File: src/shared/rx_path_pkg.sv
// Overview of operation
// - Single-pole IIR high-pass, zero 0.99994, pole 0.98466, one update per clock.
// - High-pass corner sits near one four-hundredth of the sample rate.
// - Filtered samples arrive exactly one clock later than bypassed ones.
// - A bypass control passes samples unfiltered and drops the extra clock.
// - Output samples are two's complement: 011..11 max, 100..00 min.
// - Out-of-range results clamp to the extreme codes, never wrap.
// - Gain spans -6 to +36 dB, or -6 to +30 dB in wide band.
// - Gain splits into coarse -6..24 dB and fine 0..12 dB in 2 dB.
// - New gain from register port or pins applies at once, unstaged.
// - A fine-only gain change shows in samples seven clocks later.
// - Bit 0 of register 4 bypasses the analog low-pass filter.
// - Register 5 holds the unsigned low-pass tuning target.
// - Register 6 bits 4:0 hold gain, written by port or pins.
package rx_path_pkg;
	localparam int ADDR_W = 5;
	localparam int DATA_W = 8;
	localparam int SAMPLE_W = 10;
	localparam int GAIN_W = 5;
	localparam int STAGE_W = 3;
	localparam int FRAC_W = 16;
	localparam int ACC_W = 32;

	// Register indices
	localparam logic [4:0] LPF_CTRL_OFS = 5'h04;
	localparam logic [4:0] TUNE_OFS = 5'h05;
	localparam logic [4:0] GAIN_OFS = 5'h06;
	localparam logic [4:0] HPF_CTRL_OFS = 5'h0A;
	localparam logic [4:0] STATUS_OFS = 5'h0B;

	// Field positions
	localparam int LPF_BYPASS_BIT = 0;
	localparam int LPF_WIDE_BIT = 1;
	localparam int HPF_BYPASS_BIT = 0;

	// Reset values
	localparam logic [7:0] LPF_CTRL_RST = 8'h00;
	localparam logic [7:0] TUNE_RST = 8'h00;
	localparam logic [4:0] GAIN_RST = 5'h00;
	localparam logic HPF_BYPASS_RST = 1'b0;

	// Coefficients in Q16: 0.99994 and 0.98466 scaled by 65536
	localparam logic [16:0] ZERO_Q = 17'h0FFFC;
	localparam logic [16:0] POLE_Q = 17'h0FC13;

	// Gain index n means (2n - 6) dB total
	localparam logic [4:0] GAIN_MAX_NARROW = 5'h15;
	localparam logic [4:0] GAIN_MAX_WIDE = 5'h12;
	localparam logic [4:0] FINE_STEPS = 5'h03;
	localparam logic [2:0] COARSE_MAX = 3'h5;

	// Timing counts in ADC clocks
	localparam int GAIN_PIN_HOLD = 3;
	localparam int GAIN_LATENCY = 7;
	localparam int SYNC_STAGES = 2;

	typedef enum logic [2:0] {
		PIN_IDLE = 3'b001,
		PIN_HOLD = 3'b010,
		PIN_DONE = 3'b100
	} pin_state_t;
endpackage

File: src/hw/hpf_core.sv
`timescale 1ns/1ps
`default_nettype none
module hpf_core
	import rx_path_pkg::*;
(
	// Clock and reset
	input wire logic ref_clk,
	input wire logic sys_rst,
	// Sample stream
	input wire logic signed [rx_path_pkg::SAMPLE_W-1:0] in_sample,
	output logic signed [rx_path_pkg::SAMPLE_W-1:0] out_sample
);
	localparam logic signed [SAMPLE_W-1:0] MAX_CODE = 10'sh1FF;
	localparam logic signed [SAMPLE_W-1:0] MIN_CODE = -10'sh200;

	logic signed [SAMPLE_W-1:0] prev_in;
	logic signed [ACC_W-1:0] acc;
	wire signed [63:0] x_term;
	wire signed [63:0] z_term;
	wire signed [63:0] p_term;
	wire signed [63:0] sum;
	wire signed [ACC_W-1:0] next_acc;
	wire signed [ACC_W-FRAC_W-1:0] next_int;
	wire signed [SAMPLE_W-1:0] next_out;

	// y = x - z*x' + p*y', all in Q16; wide state keeps the tail quiet
	assign x_term = 64'(in_sample) <<< FRAC_W;
	assign z_term = 64'(prev_in) * $signed({1'b0, ZERO_Q});
	assign p_term = (64'(acc) * $signed({1'b0, POLE_Q})) >>> FRAC_W;
	assign sum = x_term - z_term + p_term;
	assign next_acc = sum[ACC_W-1:0];
	assign next_int = next_acc[ACC_W-1:FRAC_W];
	// Saturate rather than wrap on overload
	assign next_out = (next_int > 16'(MAX_CODE)) ? MAX_CODE :
		(next_int < 16'(MIN_CODE)) ? MIN_CODE :
		next_int[SAMPLE_W-1:0];

	always_ff @(posedge ref_clk or posedge sys_rst)
	begin
		if (sys_rst)
		begin
			prev_in <= '0;
			acc <= '0;
			out_sample <= '0;
		end
		else
		begin
			prev_in <= in_sample;
			acc <= next_acc;
			out_sample <= next_out;
		end
	end
endmodule
`default_nettype wire

File: src/hw/rx_dc_block_and_gain_path.sv
`timescale 1ns/1ps
`default_nettype none
module rx_dc_block_and_gain_path
	import rx_path_pkg::*;
(
	// Clock and reset
	input wire logic ref_clk,
	input wire logic sys_rst,
	// ADC samples, same clock
	input wire logic [rx_path_pkg::SAMPLE_W-1:0] adc_sample,
	// Register port
	input wire logic [rx_path_pkg::ADDR_W-1:0] reg_addr,
	input wire logic [rx_path_pkg::DATA_W-1:0] reg_wdata,
	input wire logic reg_wr,
	input wire logic reg_rd,
	output logic [rx_path_pkg::DATA_W-1:0] reg_rdata,
	// Gain pins from the transmit port, asynchronous
	input wire logic gain_pin,
	input wire logic tx_sync_pin,
	input wire logic [rx_path_pkg::GAIN_W-1:0] tx_gain_pins,
	// Receive samples out
	output logic [rx_path_pkg::SAMPLE_W-1:0] rx_sample,
	// Analog controls
	output logic lpf_bypass,
	output logic lpf_wide,
	output logic [rx_path_pkg::DATA_W-1:0] lpf_tune_target,
	output logic [rx_path_pkg::STAGE_W-1:0] coarse_gain_stage,
	output logic [rx_path_pkg::STAGE_W-1:0] fine_gain_stage,
	output logic [rx_path_pkg::GAIN_W-1:0] sample_gain
);
	import rx_path_pkg::*;

	// Register storage
	logic [DATA_W-1:0] lpf_ctrl;
	logic [DATA_W-1:0] tune_target;
	logic [GAIN_W-1:0] gain_setting;
	logic hpf_bypass;

	// Pin synchronisers
	logic [SYNC_STAGES-1:0] gain_pin_sync;
	logic [SYNC_STAGES-1:0] tx_sync_sync;
	logic [GAIN_W-1:0] gain_val_meta;
	logic [GAIN_W-1:0] gain_val_sync;

	// Pin capture
	pin_state_t pin_state;
	pin_state_t next_pin_state;
	logic [1:0] hold_cnt;
	logic [GAIN_W-1:0] held_val;

	// Gain delay line
	logic [GAIN_W-1:0] gain_pipe [GAIN_LATENCY];

	// Filter path
	wire signed [SAMPLE_W-1:0] filt_sample;

	// Decode
	wire wr_lpf;
	wire wr_tune;
	wire wr_gain;
	wire wr_hpf;
	wire pin_request;
	wire pin_same;
	wire pin_commit;
	wire [GAIN_W-1:0] gain_limit;
	wire [GAIN_W-1:0] gain_eff;
	wire [GAIN_W-1:0] new_gain;
	wire [STAGE_W-1:0] next_coarse;
	wire [STAGE_W-1:0] next_fine;
	wire [GAIN_W-1:0] coarse_span;
	wire [SAMPLE_W-1:0] next_sample;
	wire [DATA_W-1:0] next_rdata;

	assign wr_lpf = reg_wr && (reg_addr == LPF_CTRL_OFS);
	assign wr_tune = reg_wr && (reg_addr == TUNE_OFS);
	assign wr_gain = reg_wr && (reg_addr == GAIN_OFS);
	assign wr_hpf = reg_wr && (reg_addr == HPF_CTRL_OFS);

	// Pins program gain only with gain high and sync low
	assign pin_request = gain_pin_sync[SYNC_STAGES-1] &&
		!tx_sync_sync[SYNC_STAGES-1];
	assign pin_same = (gain_val_sync == held_val);
	assign pin_commit = (pin_state == PIN_HOLD) && pin_request &&
		pin_same && (hold_cnt == 2'(GAIN_PIN_HOLD - 1));

	// Register port wins if both land in one cycle
	assign new_gain = wr_gain ? reg_wdata[GAIN_W-1:0] : held_val;

	// Wide band caps the total at +30 dB
	assign gain_limit = lpf_wide ? GAIN_MAX_WIDE : GAIN_MAX_NARROW;
	assign gain_eff = (gain_setting > gain_limit) ? gain_limit :
		gain_setting;

	// Coarse takes whole 6 dB steps, fine takes the remainder in 2 dB steps
	assign next_coarse = (gain_eff >= 5'(COARSE_MAX) * FINE_STEPS) ?
		COARSE_MAX : 3'(gain_eff / FINE_STEPS);
	assign coarse_span = 5'(next_coarse) * FINE_STEPS;
	assign next_fine = 3'(gain_eff - coarse_span);

	// Bypass drops the filter's register from the path
	assign next_sample = hpf_bypass ? adc_sample :
		filt_sample;

	assign next_rdata =
		(reg_addr == LPF_CTRL_OFS) ? lpf_ctrl :
		(reg_addr == TUNE_OFS) ? tune_target :
		(reg_addr == GAIN_OFS) ? 8'(gain_setting) :
		(reg_addr == HPF_CTRL_OFS) ? 8'(hpf_bypass) :
		(reg_addr == STATUS_OFS) ? {2'h0, coarse_gain_stage,
			fine_gain_stage} :
		8'h00;

	hpf_core u_hpf (
		.ref_clk(ref_clk),
		.sys_rst(sys_rst),
		.in_sample(adc_sample),
		.out_sample(filt_sample)
	);

	// Pins cross from the transmit clock; first stage feeds only the second
	always_ff @(posedge ref_clk or posedge sys_rst)
	begin
		if (sys_rst)
		begin
			gain_pin_sync <= '0;
			tx_sync_sync <= '0;
			gain_val_meta <= '0;
			gain_val_sync <= '0;
		end
		else
		begin
			gain_pin_sync <= {gain_pin_sync[0], gain_pin};
			tx_sync_sync <= {tx_sync_sync[0], tx_sync_pin};
			gain_val_meta <= tx_gain_pins;
			gain_val_sync <= gain_val_meta;
		end
	end

	// Gain value must stand for three clocks before it is taken
	always_comb
	begin
		next_pin_state = pin_state;
		unique case (pin_state)
			PIN_IDLE:
				if (pin_request)
					next_pin_state = PIN_HOLD;
			PIN_HOLD:
				if (!pin_request)
					next_pin_state = PIN_IDLE;
				else if (pin_commit)
					next_pin_state = PIN_DONE;
			PIN_DONE:
				if (!pin_request)
					next_pin_state = PIN_IDLE;
				else if (!pin_same)
					next_pin_state = PIN_HOLD;
			default:
				next_pin_state = PIN_IDLE;
		endcase
	end

	always_ff @(posedge ref_clk or posedge sys_rst)
	begin
		if (sys_rst)
		begin
			pin_state <= PIN_IDLE;
			hold_cnt <= '0;
			held_val <= '0;
		end
		else
		begin
			pin_state <= next_pin_state;
			held_val <= gain_val_sync;
			if (!pin_request || !pin_same || pin_state != PIN_HOLD)
				hold_cnt <= '0;
			else if (!pin_commit)
				hold_cnt <= hold_cnt + 2'h1;
		end
	end

	// Control registers
	always_ff @(posedge ref_clk or posedge sys_rst)
	begin
		if (sys_rst)
		begin
			lpf_ctrl <= LPF_CTRL_RST;
			tune_target <= TUNE_RST;
			gain_setting <= GAIN_RST;
			hpf_bypass <= HPF_BYPASS_RST;
		end
		else
		begin
			if (wr_lpf)
				lpf_ctrl <= reg_wdata;
			if (wr_tune)
				tune_target <= reg_wdata;
			if (wr_gain || pin_commit)
				gain_setting <= new_gain;
			if (wr_hpf)
				hpf_bypass <= reg_wdata[HPF_BYPASS_BIT];
		end
	end

	// Analog controls follow their registers one clock later
	always_ff @(posedge ref_clk or posedge sys_rst)
	begin
		if (sys_rst)
		begin
			lpf_bypass <= LPF_CTRL_RST[LPF_BYPASS_BIT];
			lpf_wide <= LPF_CTRL_RST[LPF_WIDE_BIT];
			lpf_tune_target <= TUNE_RST;
			coarse_gain_stage <= '0;
			fine_gain_stage <= '0;
		end
		else
		begin
			lpf_bypass <= lpf_ctrl[LPF_BYPASS_BIT];
			lpf_wide <= lpf_ctrl[LPF_WIDE_BIT];
			lpf_tune_target <= tune_target;
			coarse_gain_stage <= next_coarse;
			fine_gain_stage <= next_fine;
		end
	end

	// Tags each output sample with the gain it carries; the analog
	// pipeline makes a fine-stage change visible seven clocks on
	generate
		for (genvar i = 0; i < GAIN_LATENCY; i++)
		begin : g_gain_pipe
			always_ff @(posedge ref_clk or posedge sys_rst)
			begin
				if (sys_rst)
					gain_pipe[i] <= '0;
				else if (i == 0)
					gain_pipe[i] <= gain_eff;
				else
					gain_pipe[i] <= gain_pipe[(i == 0) ? 0 : i - 1];
			end
		end
	endgenerate

	// Outputs
	always_ff @(posedge ref_clk or posedge sys_rst)
	begin
		if (sys_rst)
		begin
			rx_sample <= '0;
			sample_gain <= '0;
			reg_rdata <= '0;
		end
		else
		begin
			rx_sample <= next_sample;
			sample_gain <= gain_pipe[GAIN_LATENCY-2];
			reg_rdata <= reg_rd ? next_rdata : 8'h00;
		end
	end
endmodule
`default_nettype wire

File: config.mk
export PLATFORM = sky130hd
export DESIGN_NAME = rx_dc_block_and_gain_path
export DESIGN_NICKNAME = d
export VERILOG_FILES = /design/src/shared/rx_path_pkg.sv /design/src/hw/hpf_core.sv /design/src/hw/rx_dc_block_and_gain_path.sv
export SDC_FILE = /design/constraint.sdc
export NUM_CORES = 1
export LEC_CHECK = 0
export BUFFER_PORTS_ARGS = -buffer_cell sky130_fd_sc_hd__buf_4
export CORE_MARGIN = 4
export CORE_UTILIZATION = 51
export DETAILED_ROUTE_END_ITERATION = 10
export MAX_ROUTING_LAYER = met4
export PLACE_DENSITY = 0.68
export SLEW_MARGIN = 20
export SYNTH_ARGS = -nofsm -noshare
export SYNTH_HDL_FRONTEND = slang
export SYNTH_SLANG_ARGS = --single-unit
File: constraint.sdc
create_clock -name ref_clk -period 14.4 [get_ports ref_clk]
set_input_delay 2.88 -clock ref_clk [delete_from_list [all_inputs] [get_ports ref_clk]]
set_output_delay 2.88 -clock ref_clk [all_outputs]
set_load 0.005 [all_outputs]
### After elaboration in Yosys (flattened, before gate mapping)

Index checks and enable logic that the tools add are counted.

* flip-flop bits (word level): 167

* add/sub/neg operators: 4
* multipliers: 3
* div/mod/pow operators: 1
* $lt $le $gt $ge: 4
* equal/unequal tests: 15
* multiplexer cells: 21
* reductions and logical operators: 15

Operator list (count)
* $mul 32x17->48 const B: 1
* $add 32x32->32: 1
* $mux 10: 3
* $sub 26x27->28: 1
* $mul 10x15->25 const B: 1
* $mux 8: 3
* $mux 3: 7
* $mux 6: 3
* $gt 16x10->1 const B: 1
* $lt 16x10->1 const B: 1
* $eq 5x3->1 const B: 3
* $eq 5x4->1 const B: 2
* $mux 5: 2
* $pmux 3 s3: 1
* $logic_and 1x1->1: 8
* $ne 3x3->1 const B: 2
* $div 5x2->5 const B: 1
* $eq 5x5->1: 1
* $ge 5x4->1 const B: 1
* $gt 5x5->1: 1
* $mux 2: 2
* $eq 3x1->1 const B: 1
* $eq 3x2->1 const B: 1
* $eq 3x3->1 const B: 1
* 10 further kinds: 14

### Depth between registers and ports, before layout

Gate-level depths: netlist of the first run.

* word-level depth: 8
* depth in mapped cells: 45
* depth with buffers taken out: 43

### Hierarchy

A second synthesis of the first run with hierarchy kept.

* cell total of the unflattened synthesis: 1813
* area total of the unflattened synthesis: 19143.4 um^2

Modules (own cells, without submodules)
* hpf_core: times used 1, cells each 1512, area an instance 14869.3 um^2, seq. area each 1301.2 um^2
* rx_dc_block_and_gain_path: times used 1, cells each 301, area an instance 4274.1 um^2, seq. area each 2879.0 um^2

### Worst setup path before layout of the first run

OpenSTA, ideal clock, no wires.

* kind: reg2reg
* start: register u_hpf.prev_in[4]
* end: register u_hpf.out_sample[0] (netlist name)
* setup time: 139 ps
* data arrival time: 9277 ps
* required time: 14261 ps
* setup slack: 4984 ps
* cell stages (with the launch flop): 43
* buffers on the path: 2
* clock period less this slack: 9416 ps
* cells stage by stage: dfrtp_1 > fa_1 > clkbuf_1 > xor2_1 > ha_1 > a21o_1 > inv_1 > fa_1 > inv_1 > fa_1 > inv_1 > fa_1 > inv_1 > ha_1 > a21oi_1 > o21ai_1 > a21oi_1 > a21oi_1 > [... 7 more ...] > xnor2_1 > ha_1 > nand2_1 > nor3_1 > nand4_1 > o31ai_4 > inv_2 > ha_1 > clkbuf_1 > nand3_1 > a21oi_1 > nor2_1 > a2111oi_0 > nor3_1 > xnor2_2 > nand4b_1 > a211oi_4 > o22ai_1

* word-level cells in the longest chain between the ends: 6
* elaborated cells between the ends (all ways): 7

Ends and longest elaborated chain
* start: declaration: line hpf_core.sv:16 `logic signed [SAMPLE_W-1:0] prev_in;`
* start signal: assignment: line hpf_core.sv:48 `prev_in <= in_sample;`
* $mul 10x15->25 (*): line hpf_core.sv:28 `assign z_term = 64'(prev_in) * $signed({1'b0, ZERO_Q});`
* $sub 26x27->28 (*): line hpf_core.sv:30 `assign sum = x_term - z_term + p_term;`
* $add 32x32->32 (*): line hpf_core.sv:30
* via u_hpf.sum[29]: line hpf_core.sv:21 `wire signed [63:0] sum;`
* $lt 16x10->1: line hpf_core.sv:35 `(next_int < 16'(MIN_CODE)) ? MIN_CODE :`
* $mux 10: line hpf_core.sv:35
* $mux 10 (*): line hpf_core.sv:34 `assign next_out = (next_int > 16'(MAX_CODE)) ? MAX_CODE :`
* via u_hpf.next_out[0]: line hpf_core.sv:24 `wire signed [SAMPLE_W-1:0] next_out;`
* end signal: assignment: line hpf_core.sv:50 `out_sample <= next_out;`
* end: declaration: line hpf_core.sv:11 `output logic signed [rx_path_pkg::SAMPLE_W-1:0] out_sample`

The timed path passes the listed nets; every way through them passes the cells marked *.
A chain may end at the register's enable or synchronous reset.

### Worst setup path after layout of the first run

* start: register u_hpf.prev_in[1]
* end: register u_hpf.out_sample[2] (netlist name)

The elaborated chain is that of the path after synthesis.

==> summary.md, run 1 <==
The critical path is of the reg -> reg type. Element type at the critical path end: a flop. The run gives 0.565 as the share of the core filled with cells. Setup repair after global routing left no endpoint under its margin.

The reported max-cap violation count came out at 0. The total iterations of the first detailed-routing run is 5. The number of antenna diodes in the final layout is 0. On the final layout, the worst clock skew is 18.0 ps. The tools report the startpoint type of the worst setup path as a flop.

The xor/xnor cell area share of the yosys netlist came out at 0.0526. The congestion estimate from routability-driven global placement came to 0.964. In this run the deepest clock path goes through 2 buffers.

The layout-stage area growth over the synthesis result is 8.64%, and the number of slew-limit violations in the final report is 0. For hold timing, the worst endpoint is gain_val_sync[0]. The worst register-to-register path has a depth of 41. The detail route stage leaves a number of antenna-violating nets equal to 0. For the register-to-register path setup slack, the log shows 3660 ps.

Hold repair after CTS inserted 0 buffers. In the routed layout, each cell is associated on average with a via count of 5.50. The sum of routed wire length over all layers is 44500 um, and the share of final-layout standard cells stronger than drive strength 1 is 0.0872. Detailed routing inserted a total of 13662 vias. Counting instances, the worst hold path has a depth of 0. The final-stage net count is 2545, and the normalized max-slew margin is 0.383. The clock tree synthesis step divided the H-tree into 4 levels. The logs give 2476 for the post-synth net total and 19700 um2 for the netlist area before placement. The HPWL after detailed placement came out at 37300 um. The slowest cell on the critical path was sky130_fd_sc_hd__fa_1.

The logs give 0 ps for the setup TNS after final layout and 0.230 for the global-route total usage across every layer. Sequential area share after synthesis: 0.212. The total of flip-flops plus latches after synthesis was 167; the share of synthesized area spent on multiplexers was 0.0256. From bottom edge to top edge, the die measures 205 um. Counting flops with a built-in enable in the synthesized netlist gives 0. The synthesized-area fraction occupied by and/or/nand/nor cells was 0.0845; the placeable core region was 37900 um2. Summing all multi-input logic gate instances after layout gives 14200 um2.

The proportion of synthesized flip-flops having asynchronous set or reset is 1.00, and the slew at the pin closest to its max-slew limit is 925 ps. Entering global routing, the biggest net connects 103 pins. Pin placement for this block handled 73 I/O pins. Worst hold path class: reg -> reg. The final hold violation count is 0. The clock slew seen by the registers of the worst setup and hold paths is 80 ps. The die covers 41900 um2. The share of the synthesized area in compound gates (AO/OA/AOI/OAI) works out to 0.115. The top cell types in the final layout, fill and taps aside, are sky130_fd_sc_hd__inv_1 (321), sky130_fd_sc_hd__ha_1 (304), sky130_fd_sc_hd__fa_1 (247). Number of antenna violations at the first check in global routing: 0. The cell that appears most often on the critical path is sky130_fd_sc_hd__a21oi_1. Top achievable clock speed: 93.1 MHz.

The post-synthesis adder-cell area fraction is 0.443. For the arrival time of data at the critical path endpoint, the log shows 11020 ps. The start point of the worst hold path is gain_val_meta[0]. The later pin in the worst-skew pair is clocked with a latency of 430 ps. The launch point of the worst reg-to-reg path is u_hpf.prev_in[1]. In this run the horizontal extent of the chip is 205 um. TritonCTS built the clock tree. The first global-routing pass estimated 74300 um of wire. The floorplan has 71 rows. Setup violations remaining at the end of the flow were counted as 0. The synthesized area per cell is 10.4 um2.

The final period utilization came out at 0.746. The total area of sequential cells came out at 4180 um2. The critical register-to-register path endpoint is u_hpf.out_sample[2].

The root buffer cell was sky130_fd_sc_hd__clkbuf_16. For the count of instances resized after the clock tree is built, the log shows 0. The number of warnings issued by yosys was 0. For the number of global-route vias before repair, the log shows 14406. The post-synthesis cell type count is 87, and the shortest clock period the worst path allows after layout is 10740 ps. After the first detailed-routing iteration, the DRC count stood at 701. By area, the combinational part of the netlist is dominated by adder cells. Clock buffer count from CTS: 17.

Global routing finished with a remaining overflow of 0. The average wire per cell in the routed design came out at 17.9 um. The run gives 1891 as the post-synthesis instance total. The flow ran to the end, and the final reports show no timing, DRC or antenna violations.

The number of I/O port buffers works out to 72. The TritonCTS sink count is 167. After detailed routing, the number of remaining DRC violations is 0. In the synthesized netlist the dominant register cell turns out to be sky130_fd_sc_hd__dfrtp_1. The largest fanout of any net on the critical path was 12.

The initial standard-cell utilization of the core came out at 0.520. Leaving out fill and tap cells, the most frequent cell in the layout is sky130_fd_sc_hd__inv_1. The filler cells instantiated in the layout total 3318. The count of buffers added by post-CTS timing repair for setup is 0, and the biggest cell delay along the critical path is 730 ps.

Data on the critical path is required at its endpoint by 14680 ps.
[state kept, by name, indices dropped and copies added, names as in the netlist, 2 cells and up]
signal and cells:
u_hpf.acc 32, gain_pipe 30, rx_sample 10, u_hpf.out_sample 10, u_hpf.prev_in 10, lpf_ctrl 8, lpf_tune_target 8, reg_rdata 8
tune_target 8, gain_setting 5, gain_val_meta 5, gain_val_sync 5, held_val 5, sample_gain 5, coarse_gain_stage 3, fine_gain_stage 3
pin_state 3, gain_pin_sync 2, hold_cnt 2, tx_sync_sync 2
[worst max-delay path: cells and delay by family (launching register included)]
kind | cells | cell delay, ps
AO/OA/AOI/OAI | 16 | 3820
adder cells (fa/ha/maj) | 8 | 3510
flip-flops | 1 | 440
buffers and inverters | 6 | 520
AND/OR/NAND/NOR | 8 | 1760
XOR/XNOR | 3 | 520
[cell usage after synthesis (19+ instances only)]
cell type                    n  area (um2)
sky130_fd_sc_hd__inv_1     322        1210
sky130_fd_sc_hd__ha_1      304        3800
sky130_fd_sc_hd__fa_1      247        4940
sky130_fd_sc_hd__dfrtp_1   166        4150
sky130_fd_sc_hd__a21oi_1   102         510
sky130_fd_sc_hd__nor2_1     82         308
sky130_fd_sc_hd__nand2_1    76         285
sky130_fd_sc_hd__xnor2_1    62         543
sky130_fd_sc_hd__xor2_1     52         455
sky130_fd_sc_hd__a21o_1     51         383
sky130_fd_sc_hd__o21ai_0    46         230
sky130_fd_sc_hd__mux2_2     35         394
sky130_fd_sc_hd__nand3_1    30         150
sky130_fd_sc_hd__nor3_1     24         120
sky130_fd_sc_hd__a211oi_1   20         150
sky130_fd_sc_hd__nand2b_1   19         119
[per-layer routing]
layer / track usage / vias up / routed length [um]
met5: - / - / 0
met4: 0.0404 / 0 / 512
met3: 0.0241 / 33 / 1580
met2: 0.366 / 227 / 21300
met1: 0.327 / 6898 / 21200
li1: - / 6504 / -
[metrics by stage]
step / cell area (um2) / worst slack (ps) / cells / hold slack [ps]
6_report: 21400 / 3660 / 2484 / 344
5_1_grt: 21400 / 2650 / 2484 / 346
4_1_cts: 21400 / 3590 / 2484 / 344
3_5_place_dp: 20800 / 3690 / 2452 / 335
3_3_place_gp: 20800 / 3960 / 2452 / 331
2_1_floorplan: 19700 / 4980 / 1891 / 331
[area by class of cell]
| type | instances | area share |
|---|---|---|
| timing repair buffer | 74 | 0.0259 |
| clock inverter | 14 | 0.00852 |
| sequential | 167 | 0.195 |
| clock buffer | 18 | 0.0200 |
| multi-input combinational | 1377 | 0.664 |
| tap | 511 | 0.0298 |
| inverter | 323 | 0.0568 |
[kinds of logic after synthesis]
| logic type | Yosys count |
|---|---|
| and+or+nand+nor | 328 |
| xor gates and xnor gates | 116 |
| muxes | 46 |
| DFF | 167 |
| AOI/OAI and AO/OA | 336 |
| buffers and inverters | 347 |
| adders and majority gates | 551 |
[how the worst max path moves through the flow]
stage	startpoint	to	slack (ps)	cells after the start
2_1_floorplan	u_hpf.prev_in[4]	u_hpf.out_sample[0]	4980	42
3_3_place_gp	u_hpf.prev_in[1]	u_hpf.out_sample[4]	3960	41
3_5_place_dp	u_hpf.prev_in[1]	u_hpf.out_sample[2]	3690	41
4_1_cts	u_hpf.prev_in[1]	u_hpf.out_sample[2]	3590	41
5_1_grt	u_hpf.prev_in[1]	u_hpf.out_sample[2]	2650	41
6_report	u_hpf.prev_in[1]	u_hpf.out_sample[2]	3660	41
Power of run 1 is not shown: default switching activity piles up to over one toggle a cycle in this logic, so the estimate is an artifact.
==> run 2, diff against run 1 <==
--- a/config.mk
+++ b/config.mk
@@ -5,12 +5,13 @@
 export SDC_FILE = /design/constraint.sdc
 export NUM_CORES = 1
 export LEC_CHECK = 0
+export ABC_AREA = 1
 export BUFFER_PORTS_ARGS = -buffer_cell sky130_fd_sc_hd__buf_4
 export CORE_MARGIN = 4
 export CORE_UTILIZATION = 51
 export DETAILED_ROUTE_END_ITERATION = 10
 export MAX_ROUTING_LAYER = met4
-export PLACE_DENSITY = 0.68
+export PLACE_DENSITY = 0.7
 export SLEW_MARGIN = 20
 export SYNTH_ARGS = -nofsm -noshare
 export SYNTH_HDL_FRONTEND = slang
==> constraint.sdc (replaced) <==
create_clock -name ref_clk -period 9.4 [get_ports ref_clk]
set_input_delay 1.88 -clock ref_clk [delete_from_list [all_inputs] [get_ports ref_clk]]
set_output_delay 1.88 -clock ref_clk [all_outputs]
set_load 0.005 [all_outputs]
==> run 2 against run 1 <==
Against the previous run:
- sequential cell count unchanged
- via count up 8.1%
- sequential share of layout area down 0.37 points
- clock skew up 14 ps
- first-iteration DRC count down 0.14%
- global-route usage up 1.4 points
- worst hold slack worse by 1.2 ps
- worst setup slack worse by 3000 ps
- highest routed layer unchanged
==> summary.md, run 2 <==
The flow ran to the end, and the final reports show no timing, DRC or antenna violations. For the netlist area before placement, the log shows 20000 um2 (was 19700 um2). The run gives 2 (unchanged) as the buffer depth of the longest clock path. The total iterations of the first detailed-routing run was 5 (unchanged). The biggest cell delay along the critical path was 690 ps (was 730 ps). The register-to-register path setup slack is 680 ps (was 3660 ps), and the clock slew seen by the registers of the worst setup and hold paths is 80 ps (about the same). Commonest cells after routing, fill and taps aside: sky130_fd_sc_hd__inv_1 (431), sky130_fd_sc_hd__nand2_1 (335), sky130_fd_sc_hd__ha_1 (304) (was sky130_fd_sc_hd__inv_1 (321), sky130_fd_sc_hd__ha_1 (304), sky130_fd_sc_hd__fa_1 (247)). The global-route wire length before repair is 79700 um (was 74300 um), and the maximum number of pins on one net before global-route repair is 77 (was 103).

First-iteration detailed-routing DRC count: 700 (was 701). The register with the most flip-flops is u_hpf.acc (unchanged). The dominant cell type by area after synthesis is sky130_fd_sc_hd__fa_1 (unchanged).

The slowest cell on the critical path was sky130_fd_sc_hd__fa_2 (was sky130_fd_sc_hd__fa_1). Total number of H-tree levels: 4 (unchanged). The logs give 9770 ps (was 14680 ps) for the data required time of the critical path and 0 (unchanged) for the detailed-route DRC error count. The run gives 0 (unchanged) as the number of slew-limit violations in the final report.

The logs give 48000 um (was 44500 um) for the sum of routed wire length over all layers and 4180 um2 (unchanged) for the total area of sequential cells. The final-stage net count was 2854 (was 2545). The share of final-layout standard cells stronger than drive strength 1 came out at 0.0798 (was 0.0872). The tools report the post-synthesis cell type count as 49 (was 87).

For the worst-skew pair later-pin latency, the log shows 450 ps (was 430 ps). Predominant post-synthesis flop cell: sky130_fd_sc_hd__dfrtp_1 (unchanged). Synth area leaders: sky130_fd_sc_hd__fa_1 (25%), sky130_fd_sc_hd__dfrtp_1 (21%), sky130_fd_sc_hd__ha_1 (19%), sky130_fd_sc_hd__inv_1 (8.1%), sky130_fd_sc_hd__nand2_1 (6.3%) (was sky130_fd_sc_hd__fa_1 (25%), sky130_fd_sc_hd__dfrtp_1 (21%), sky130_fd_sc_hd__ha_1 (19%), sky130_fd_sc_hd__inv_1 (6.1%), sky130_fd_sc_hd__xnor2_1 (2.8%)).

The largest fanout of any net on the critical path came out at 9 (was 12). Largest registers: u_hpf.acc (32), gain_pipe (30) (unchanged). Startpoint type of the worst setup path: a flop (unchanged).

The average wire per cell in the routed design is 17.2 um (was 17.9 um). The total setup violations reported at the end of the flow is 0 (unchanged). Post-synth net total: 2759 (was 2476). The tools report the number of warnings issued by yosys as 0 (unchanged). The final weighted congestion in routability-driven placement came out at 0.940 (was 0.964). The logs give 0 (unchanged) for the remaining antenna violation count and 0 (unchanged) for the number of antenna violations at the first check in global routing. The final hold violation count came out at 0 (unchanged). The kind of cell with the highest combined delay on the critical path is adder cells (was compound AO/OA/AOI/OAI gates).

The launch point of the worst reg-to-reg path was u_hpf.prev_in[1] (unchanged). The fraction of synthesized cell area taken by the top area cell type came out at 0.248 (was 0.251). Die height: 206 um (was 205 um). The cell type with the highest occurrence count on the critical path was sky130_fd_sc_hd__nand2_1 (was sky130_fd_sc_hd__a21oi_1). The tools report the element type at the critical path end as a flop (unchanged). For the total via count after detailed routing, the log shows 14766 (was 13662). The die width was 206 um (was 205 um); the number of placed instances with taps included was 2767 (was 2452).

The critical setup path kind was reg -> reg (unchanged). The post-placement worst setup slack came out at 566 ps (was 3690 ps). The multi-input logic area was 14100 um2 (was 14200 um2).

The number of global-route vias before repair was 15874 (was 14406); the placeable core region was 38600 um2 (was 37900 um2). Start point of the worst hold path: gain_pipe[28] (was gain_val_meta[0]). The slew at the pin closest to its max-slew limit is 873 ps (was 925 ps). Global-route total usage across every layer: 0.243 (was 0.230). The normalized max-slew margin was 0.414 (was 0.383); the synthesized area per cell was 9.19 um2 (was 10.4 um2). Total stage count of the critical path: 46 (was 41). The number of fill cells in the layout is 3436 (was 3318), and the TritonCTS sink count is 167 (unchanged).

HPWL after detailed placement: 41200 um (was 37300 um). The count of cells along the worst hold path was 0 (unchanged); the number of flip-flops in the largest register was 32 (unchanged). Leading cell types by count after synthesis: sky130_fd_sc_hd__inv_1 (432), sky130_fd_sc_hd__nand2_1 (335), sky130_fd_sc_hd__ha_1 (304) (was sky130_fd_sc_hd__inv_1 (322), sky130_fd_sc_hd__ha_1 (304), sky130_fd_sc_hd__fa_1 (247)). The shortest clock period the worst path allows after layout was 8720 ps (was 10740 ps).

The proportion of synthesized flip-flops having asynchronous set or reset came out at 1.00 (unchanged). The worst hold path class was reg -> reg (unchanged). The reported max-cap violation count is 0 (unchanged). The logs give 17 (unchanged) for the clock buffer count from CTS and 0.517 (was 0.520) for the initial standard-cell utilization of the core. The leading cell type in the layout, fill and taps excluded was sky130_fd_sc_hd__inv_1 (unchanged). The sequential area share after synthesis came out at 0.209 (was 0.212). TritonCTS built the clock tree. Layout-stage area growth over the synthesis result: 9.44% (was 8.64%). The count of inserted antenna diode cells is 0 (unchanged). The number of rows created at floorplan came out at 72 (was 71). The tools report the critical register-to-register path endpoint as u_hpf.out_sample[8] (was u_hpf.out_sample[2]). The count of flip-flops with a built-in enable after synthesis was 0 (unchanged); the final worst-path setup slack was 678 ps (was 3660 ps). The number of buffers and inverters on the critical path was 5 (was 6).

Final period utilization: 0.928 (was 0.746). The post-route clock skew is 31.7 ps (was 18.0 ps). The mean number of vias per cell was 5.27 (was 5.50). The tools report the terminating pin of the worst hold path as gain_pipe[23] (was gain_val_sync[0]).

Arrival time of data at the critical path endpoint: 9090 ps (was 11020 ps). The final cell count without fillers is 2800 (was 2484). The tools report the die area as 42400 um2 (was 41900 um2). The tools report the post-synthesis instance total as 2174 (was 1891).

The most repeated cell in the gate-level netlist after synthesis was sky130_fd_sc_hd__inv_1 (unchanged). The total of flip-flops plus latches after synthesis was 167 (unchanged); the number of I/O port buffers was 72 (unchanged). The top achievable clock speed was 115 MHz (was 93.1 MHz); the path depth of the worst reg2reg path was 46 (was 41). The total grt overflow was 0 (unchanged).

The tools report the root buffer cell as sky130_fd_sc_hd__clkbuf_16 (unchanged). The run gives 73 (unchanged) as the count of pins on the block boundary.
## run 2: changes by cell type after synthesis, moves of 31 or more
cell / before / now
sky130_fd_sc_hd__a21o_1: 51 / 12
sky130_fd_sc_hd__inv_1: 322 / 432
sky130_fd_sc_hd__nand2_1: 76 / 335
sky130_fd_sc_hd__o21ai_0: 46 / 81
sky130_fd_sc_hd__mux2_2: 35 / 0
sky130_fd_sc_hd__nand3_1: 30 / 61
sky130_fd_sc_hd__a21oi_1: 102 / 147
## run 2: kinds of logic after synthesis
group	after synthesis	share of synthesized area
and+or+nand+nor	595	0.132
DFF	167	0.209
xor gates and xnor gates	113	0.0526
buffers and inverters	446	0.0842
adders and majority gates	551	0.438
AOI/OAI and AO/OA	302	0.0843
## run 2: repair_timing
item,CTS,global route
setup buffers,0,1
endpoints found under the setup margin,0,10
gates resized for setup,0,4
hold endpoints to repair,0,0
hold buffers,0,0
## run 2: area by class of cell
type / count / area share
multi-input combinational: 1561 / 0.646
sequential: 167 / 0.191
inverter: 438 / 0.0755
tap: 518 / 0.0297
timing repair buffer: 84 / 0.0289
clock buffer: 17 / 0.0195
clock inverter: 15 / 0.00927
## run 2: worst max-delay path by stage
stage                      from                   to
6_report       u_hpf.prev_in[1]  u_hpf.out_sample[8]
2_1_floorplan  u_hpf.prev_in[4]  u_hpf.out_sample[0]
4_1_cts        u_hpf.prev_in[1]  u_hpf.out_sample[8]
3_3_place_gp   u_hpf.prev_in[1]  u_hpf.out_sample[8]
5_1_grt        u_hpf.prev_in[1]  u_hpf.out_sample[1]
3_5_place_dp   u_hpf.prev_in[1]  u_hpf.out_sample[8]
## run 2: stage by stage
| step | setup TNS (ps) | hold slack, ps | cell area (um2) | util |
|---|---|---|---|---|
| 5_1_grt | -2.98 | 355 | 21900 | 0.565 |
| 6_report | 0 | 343 | 21900 | 0.565 |
| 3_5_place_dp | 0 | 335 | 21200 | 0.549 |
| 3_3_place_gp | 0 | 333 | 21200 | 0.549 |
| 2_1_floorplan | 0 | 331 | 20000 | - |
| 4_1_cts | 0 | 347 | 21800 | 0.565 |
## run 2: per-layer routing
layer  share of wire  GRT usage  routed length (um)
met4          0.0092     0.0366                 442
met1            0.46      0.331               21900
met3           0.040     0.0223                1910
met5               0          -                   0
met2            0.49      0.412               23700
Power of run 2 is left out for the same reason.
==> run 3, diff against run 2 <==
--- a/config.mk
+++ b/config.mk
@@ -8,10 +8,10 @@
 export ABC_AREA = 1
 export BUFFER_PORTS_ARGS = -buffer_cell sky130_fd_sc_hd__buf_4
 export CORE_MARGIN = 4
-export CORE_UTILIZATION = 51
+export CORE_UTILIZATION = 50
 export DETAILED_ROUTE_END_ITERATION = 10
 export MAX_ROUTING_LAYER = met4
-export PLACE_DENSITY = 0.7
+export PLACE_DENSITY = 0.69
 export SLEW_MARGIN = 20
 export SYNTH_ARGS = -nofsm -noshare
 export SYNTH_HDL_FRONTEND = slang
==> run 3 against run 2 <==
Against the previous run:
- worst setup slack better by 160 ps
- cell count fell by 0.11%
- global-route usage decreased by 0.41 points
- die area grew 1.9%
- sequential share of layout area about the same
- clock-buffer cell count did not move
- register-to-register slack better by 160 ps
- sequential cell count did not move
- worst hold slack better by 4.1 ps
- first-iteration DRC count rose by 23%
==> summary.md, run 3 (synthesized netlist as in run 2, its figures left out) <==
Summed area of non-filler cells in the final layout: 21800 um2 (was 21900 um2). Startpoint type of the worst setup path: a flop (unchanged). Clock slew seen by the registers of the worst setup and hold paths: 80 ps (about the same). Layout-stage area growth over the synthesis result: 9.30% (was 9.44%). The data required time of the critical path is 9720 ps (was 9770 ps). The share of final-layout standard cells stronger than drive strength 1 was 0.0794 (was 0.0798). The arrival time of data at the critical path endpoint was 8880 ps (was 9090 ps). For the number of antenna violations at the first check in global routing, the log shows 0 (unchanged). The element type at the critical path end was a flop (unchanged). The number of placed instances with taps included was 2765 (was 2767).

The tools report the routed metal-1 wirelength as 22100 um (was 21900 um). The first-iteration detailed-routing DRC count was 860 (was 700). The tools report the root buffer cell as sky130_fd_sc_hd__clkbuf_16 (unchanged).

The largest fanout of any net on the critical path works out to 9 (unchanged). Slowest cell on the critical path: sky130_fd_sc_hd__fa_1 (was sky130_fd_sc_hd__fa_2). The hold slack is 347 ps (was 343 ps). The critical setup path kind is reg -> reg (unchanged). The number of rows created at floorplan is 72 (unchanged). The global-route wire length before repair came out at 81700 um (was 79700 um). Normalized max-slew margin: 0.450 (was 0.414). The number of hold buffers added after cts is 0 (unchanged).

For the standard cell area after detailed placement, the log shows 21200 um2 (about the same). The average wire per cell in the routed design is 17.2 um (about the same). Largest registers: u_hpf.acc (32), gain_pipe (30) (unchanged). For the sum of routed wire length over all layers, the log shows 48200 um (was 48000 um). The reported max-cap violation count was 0 (unchanged); the clock buffer count from CTS was 17 (unchanged). The count of buffers added by post-CTS timing repair for setup was 0 (unchanged); the TritonCTS sink count was 167 (unchanged).

The kind of cell with the highest combined delay on the critical path is adder cells (unchanged). The number of I/O port buffers was 72 (unchanged). The HPWL after detailed placement is 41400 um (was 41200 um). Setup repair after global routing left no endpoint under its margin. The die height came out at 208 um (was 206 um).

The number of flip-flops in the largest register works out to 32 (unchanged). Leading cell type in the layout, fill and taps excluded: sky130_fd_sc_hd__inv_1 (unchanged). The initial standard-cell utilization of the core was 0.511 (was 0.517); the total iterations of the first detailed-routing run was 7 (was 5). The final hold violation count is 0 (unchanged), and the biggest cell delay along the critical path is 590 ps (was 690 ps). TritonCTS built the clock tree. The shortest clock period the worst path allows after layout is 8560 ps (was 8720 ps), and the detailed-route DRC error count is 0 (unchanged). The die width is 208 um (was 206 um), and the remaining antenna violation count is 0 (unchanged). The uppermost metal layer occupied by signal nets is met4 (unchanged).

The tools report the total via count after detailed routing as 14838 (was 14766). The total setup violations reported at the end of the flow was 0 (unchanged). The logs give 4 (unchanged) for the total number of H-tree levels and 73 (unchanged) for the count of pins on the block boundary. The setup TNS after final layout was 0 ps (unchanged); the buffer depth of the longest clock path was 2 (unchanged). The slew at the pin closest to its max-slew limit came out at 819 ps (was 873 ps).

Commonest cells after routing, fill and taps aside: sky130_fd_sc_hd__inv_1 (431), sky130_fd_sc_hd__nand2_1 (335), sky130_fd_sc_hd__ha_1 (304) (unchanged). The register with the most flip-flops is u_hpf.acc (unchanged). The mean number of vias per cell works out to 5.30 (was 5.27).

The global-route total usage across every layer came out at 0.239 (was 0.243). The worst-skew pair later-pin latency was 440 ps (was 450 ps). The final weighted congestion in routability-driven placement was 0.920 (was 0.940); the number of global-route vias before repair was 16092 (was 15874). The total grt overflow is 0 (unchanged).

Cell type with the highest occurrence count on the critical path: sky130_fd_sc_hd__fa_1 (was sky130_fd_sc_hd__nand2_1). For the maximum number of pins on one net before global-route repair, the log shows 116 (was 77). The tools report the post-route clock skew as 13.2 ps (was 31.7 ps). The run gives 2851 (was 2854) as the final-stage net count. The die area is 43200 um2 (was 42400 um2).

The final period utilization came out at 0.910 (was 0.928). Detailed-routed wire length on met2: 23400 um (was 23700 um). The logs give 0 (unchanged) for the count of inserted antenna diode cells and 0 (unchanged) for the number of slew-limit violations in the final report. Top achievable clock speed: 117 MHz (was 115 MHz). The worst hold path class was reg -> reg (unchanged). The logs give 39100 um2 (was 38600 um2) for the placeable core region and 2797 (was 2800) for the final cell count without fillers. The flow ran to the end, and the final reports show no timing, DRC or antenna violations.

The number of buffers and inverters on the critical path was 5 (unchanged); the met3 wire length was 1780 um (was 1910 um).
==> run 3: final timing paths <==
| path | startpoint | end | slack [ps] | depth (start not counted) |
|---|---|---|---|---|
| worst max-delay path | u_hpf.acc[4] | u_hpf.out_sample[4] | 840 | 35 |
| worst min-delay path | gain_pipe[26] | gain_pipe[21] | 350 | 0 |
| max in group asynchronous | sys_rst | u_hpf.prev_in[8] | 6610 | 3 |
| worst max register to register | u_hpf.acc[4] | u_hpf.out_sample[4] | 840 | 35 |
| min in group asynchronous | sys_rst | sample_gain[1] | 1570 | 2 |
| worst min register to register | gain_pipe[26] | gain_pipe[21] | 350 | 0 |
==> run 3: timing repair <==
item / in CTS / in global routing
endpoints found under the hold margin: 0 / 0
gates resized for setup: 0 / 6
setup endpoints to repair: 0 / 10
==> run 3: through the flow <==
step	worst slack, ps	util
6_report	842	0.558
5_1_grt	35.8	0.558
4_1_cts	542	0.558
3_5_place_dp	572	0.542
3_3_place_gp	851	0.542
2_1_floorplan	1450	-
==> run 3: metal layers <==
layer  GRT usage  vias up
met4      0.0501        0
met2       0.396      324
met3      0.0153       59
met5           -        -
met1       0.330     7333
li1            -     7122
==> run 3: cell type report <==
class / instances / area [um2]
tap: 518 / 648
inverter: 438 / 1650
multi-input combinational: 1561 / 14100
clock buffer: 17 / 425
clock inverter: 15 / 183
timing repair buffer: 81 / 608
fill: 3546 / 17300
sequential: 167 / 4180
Power of run 3 is left out for the same reason.
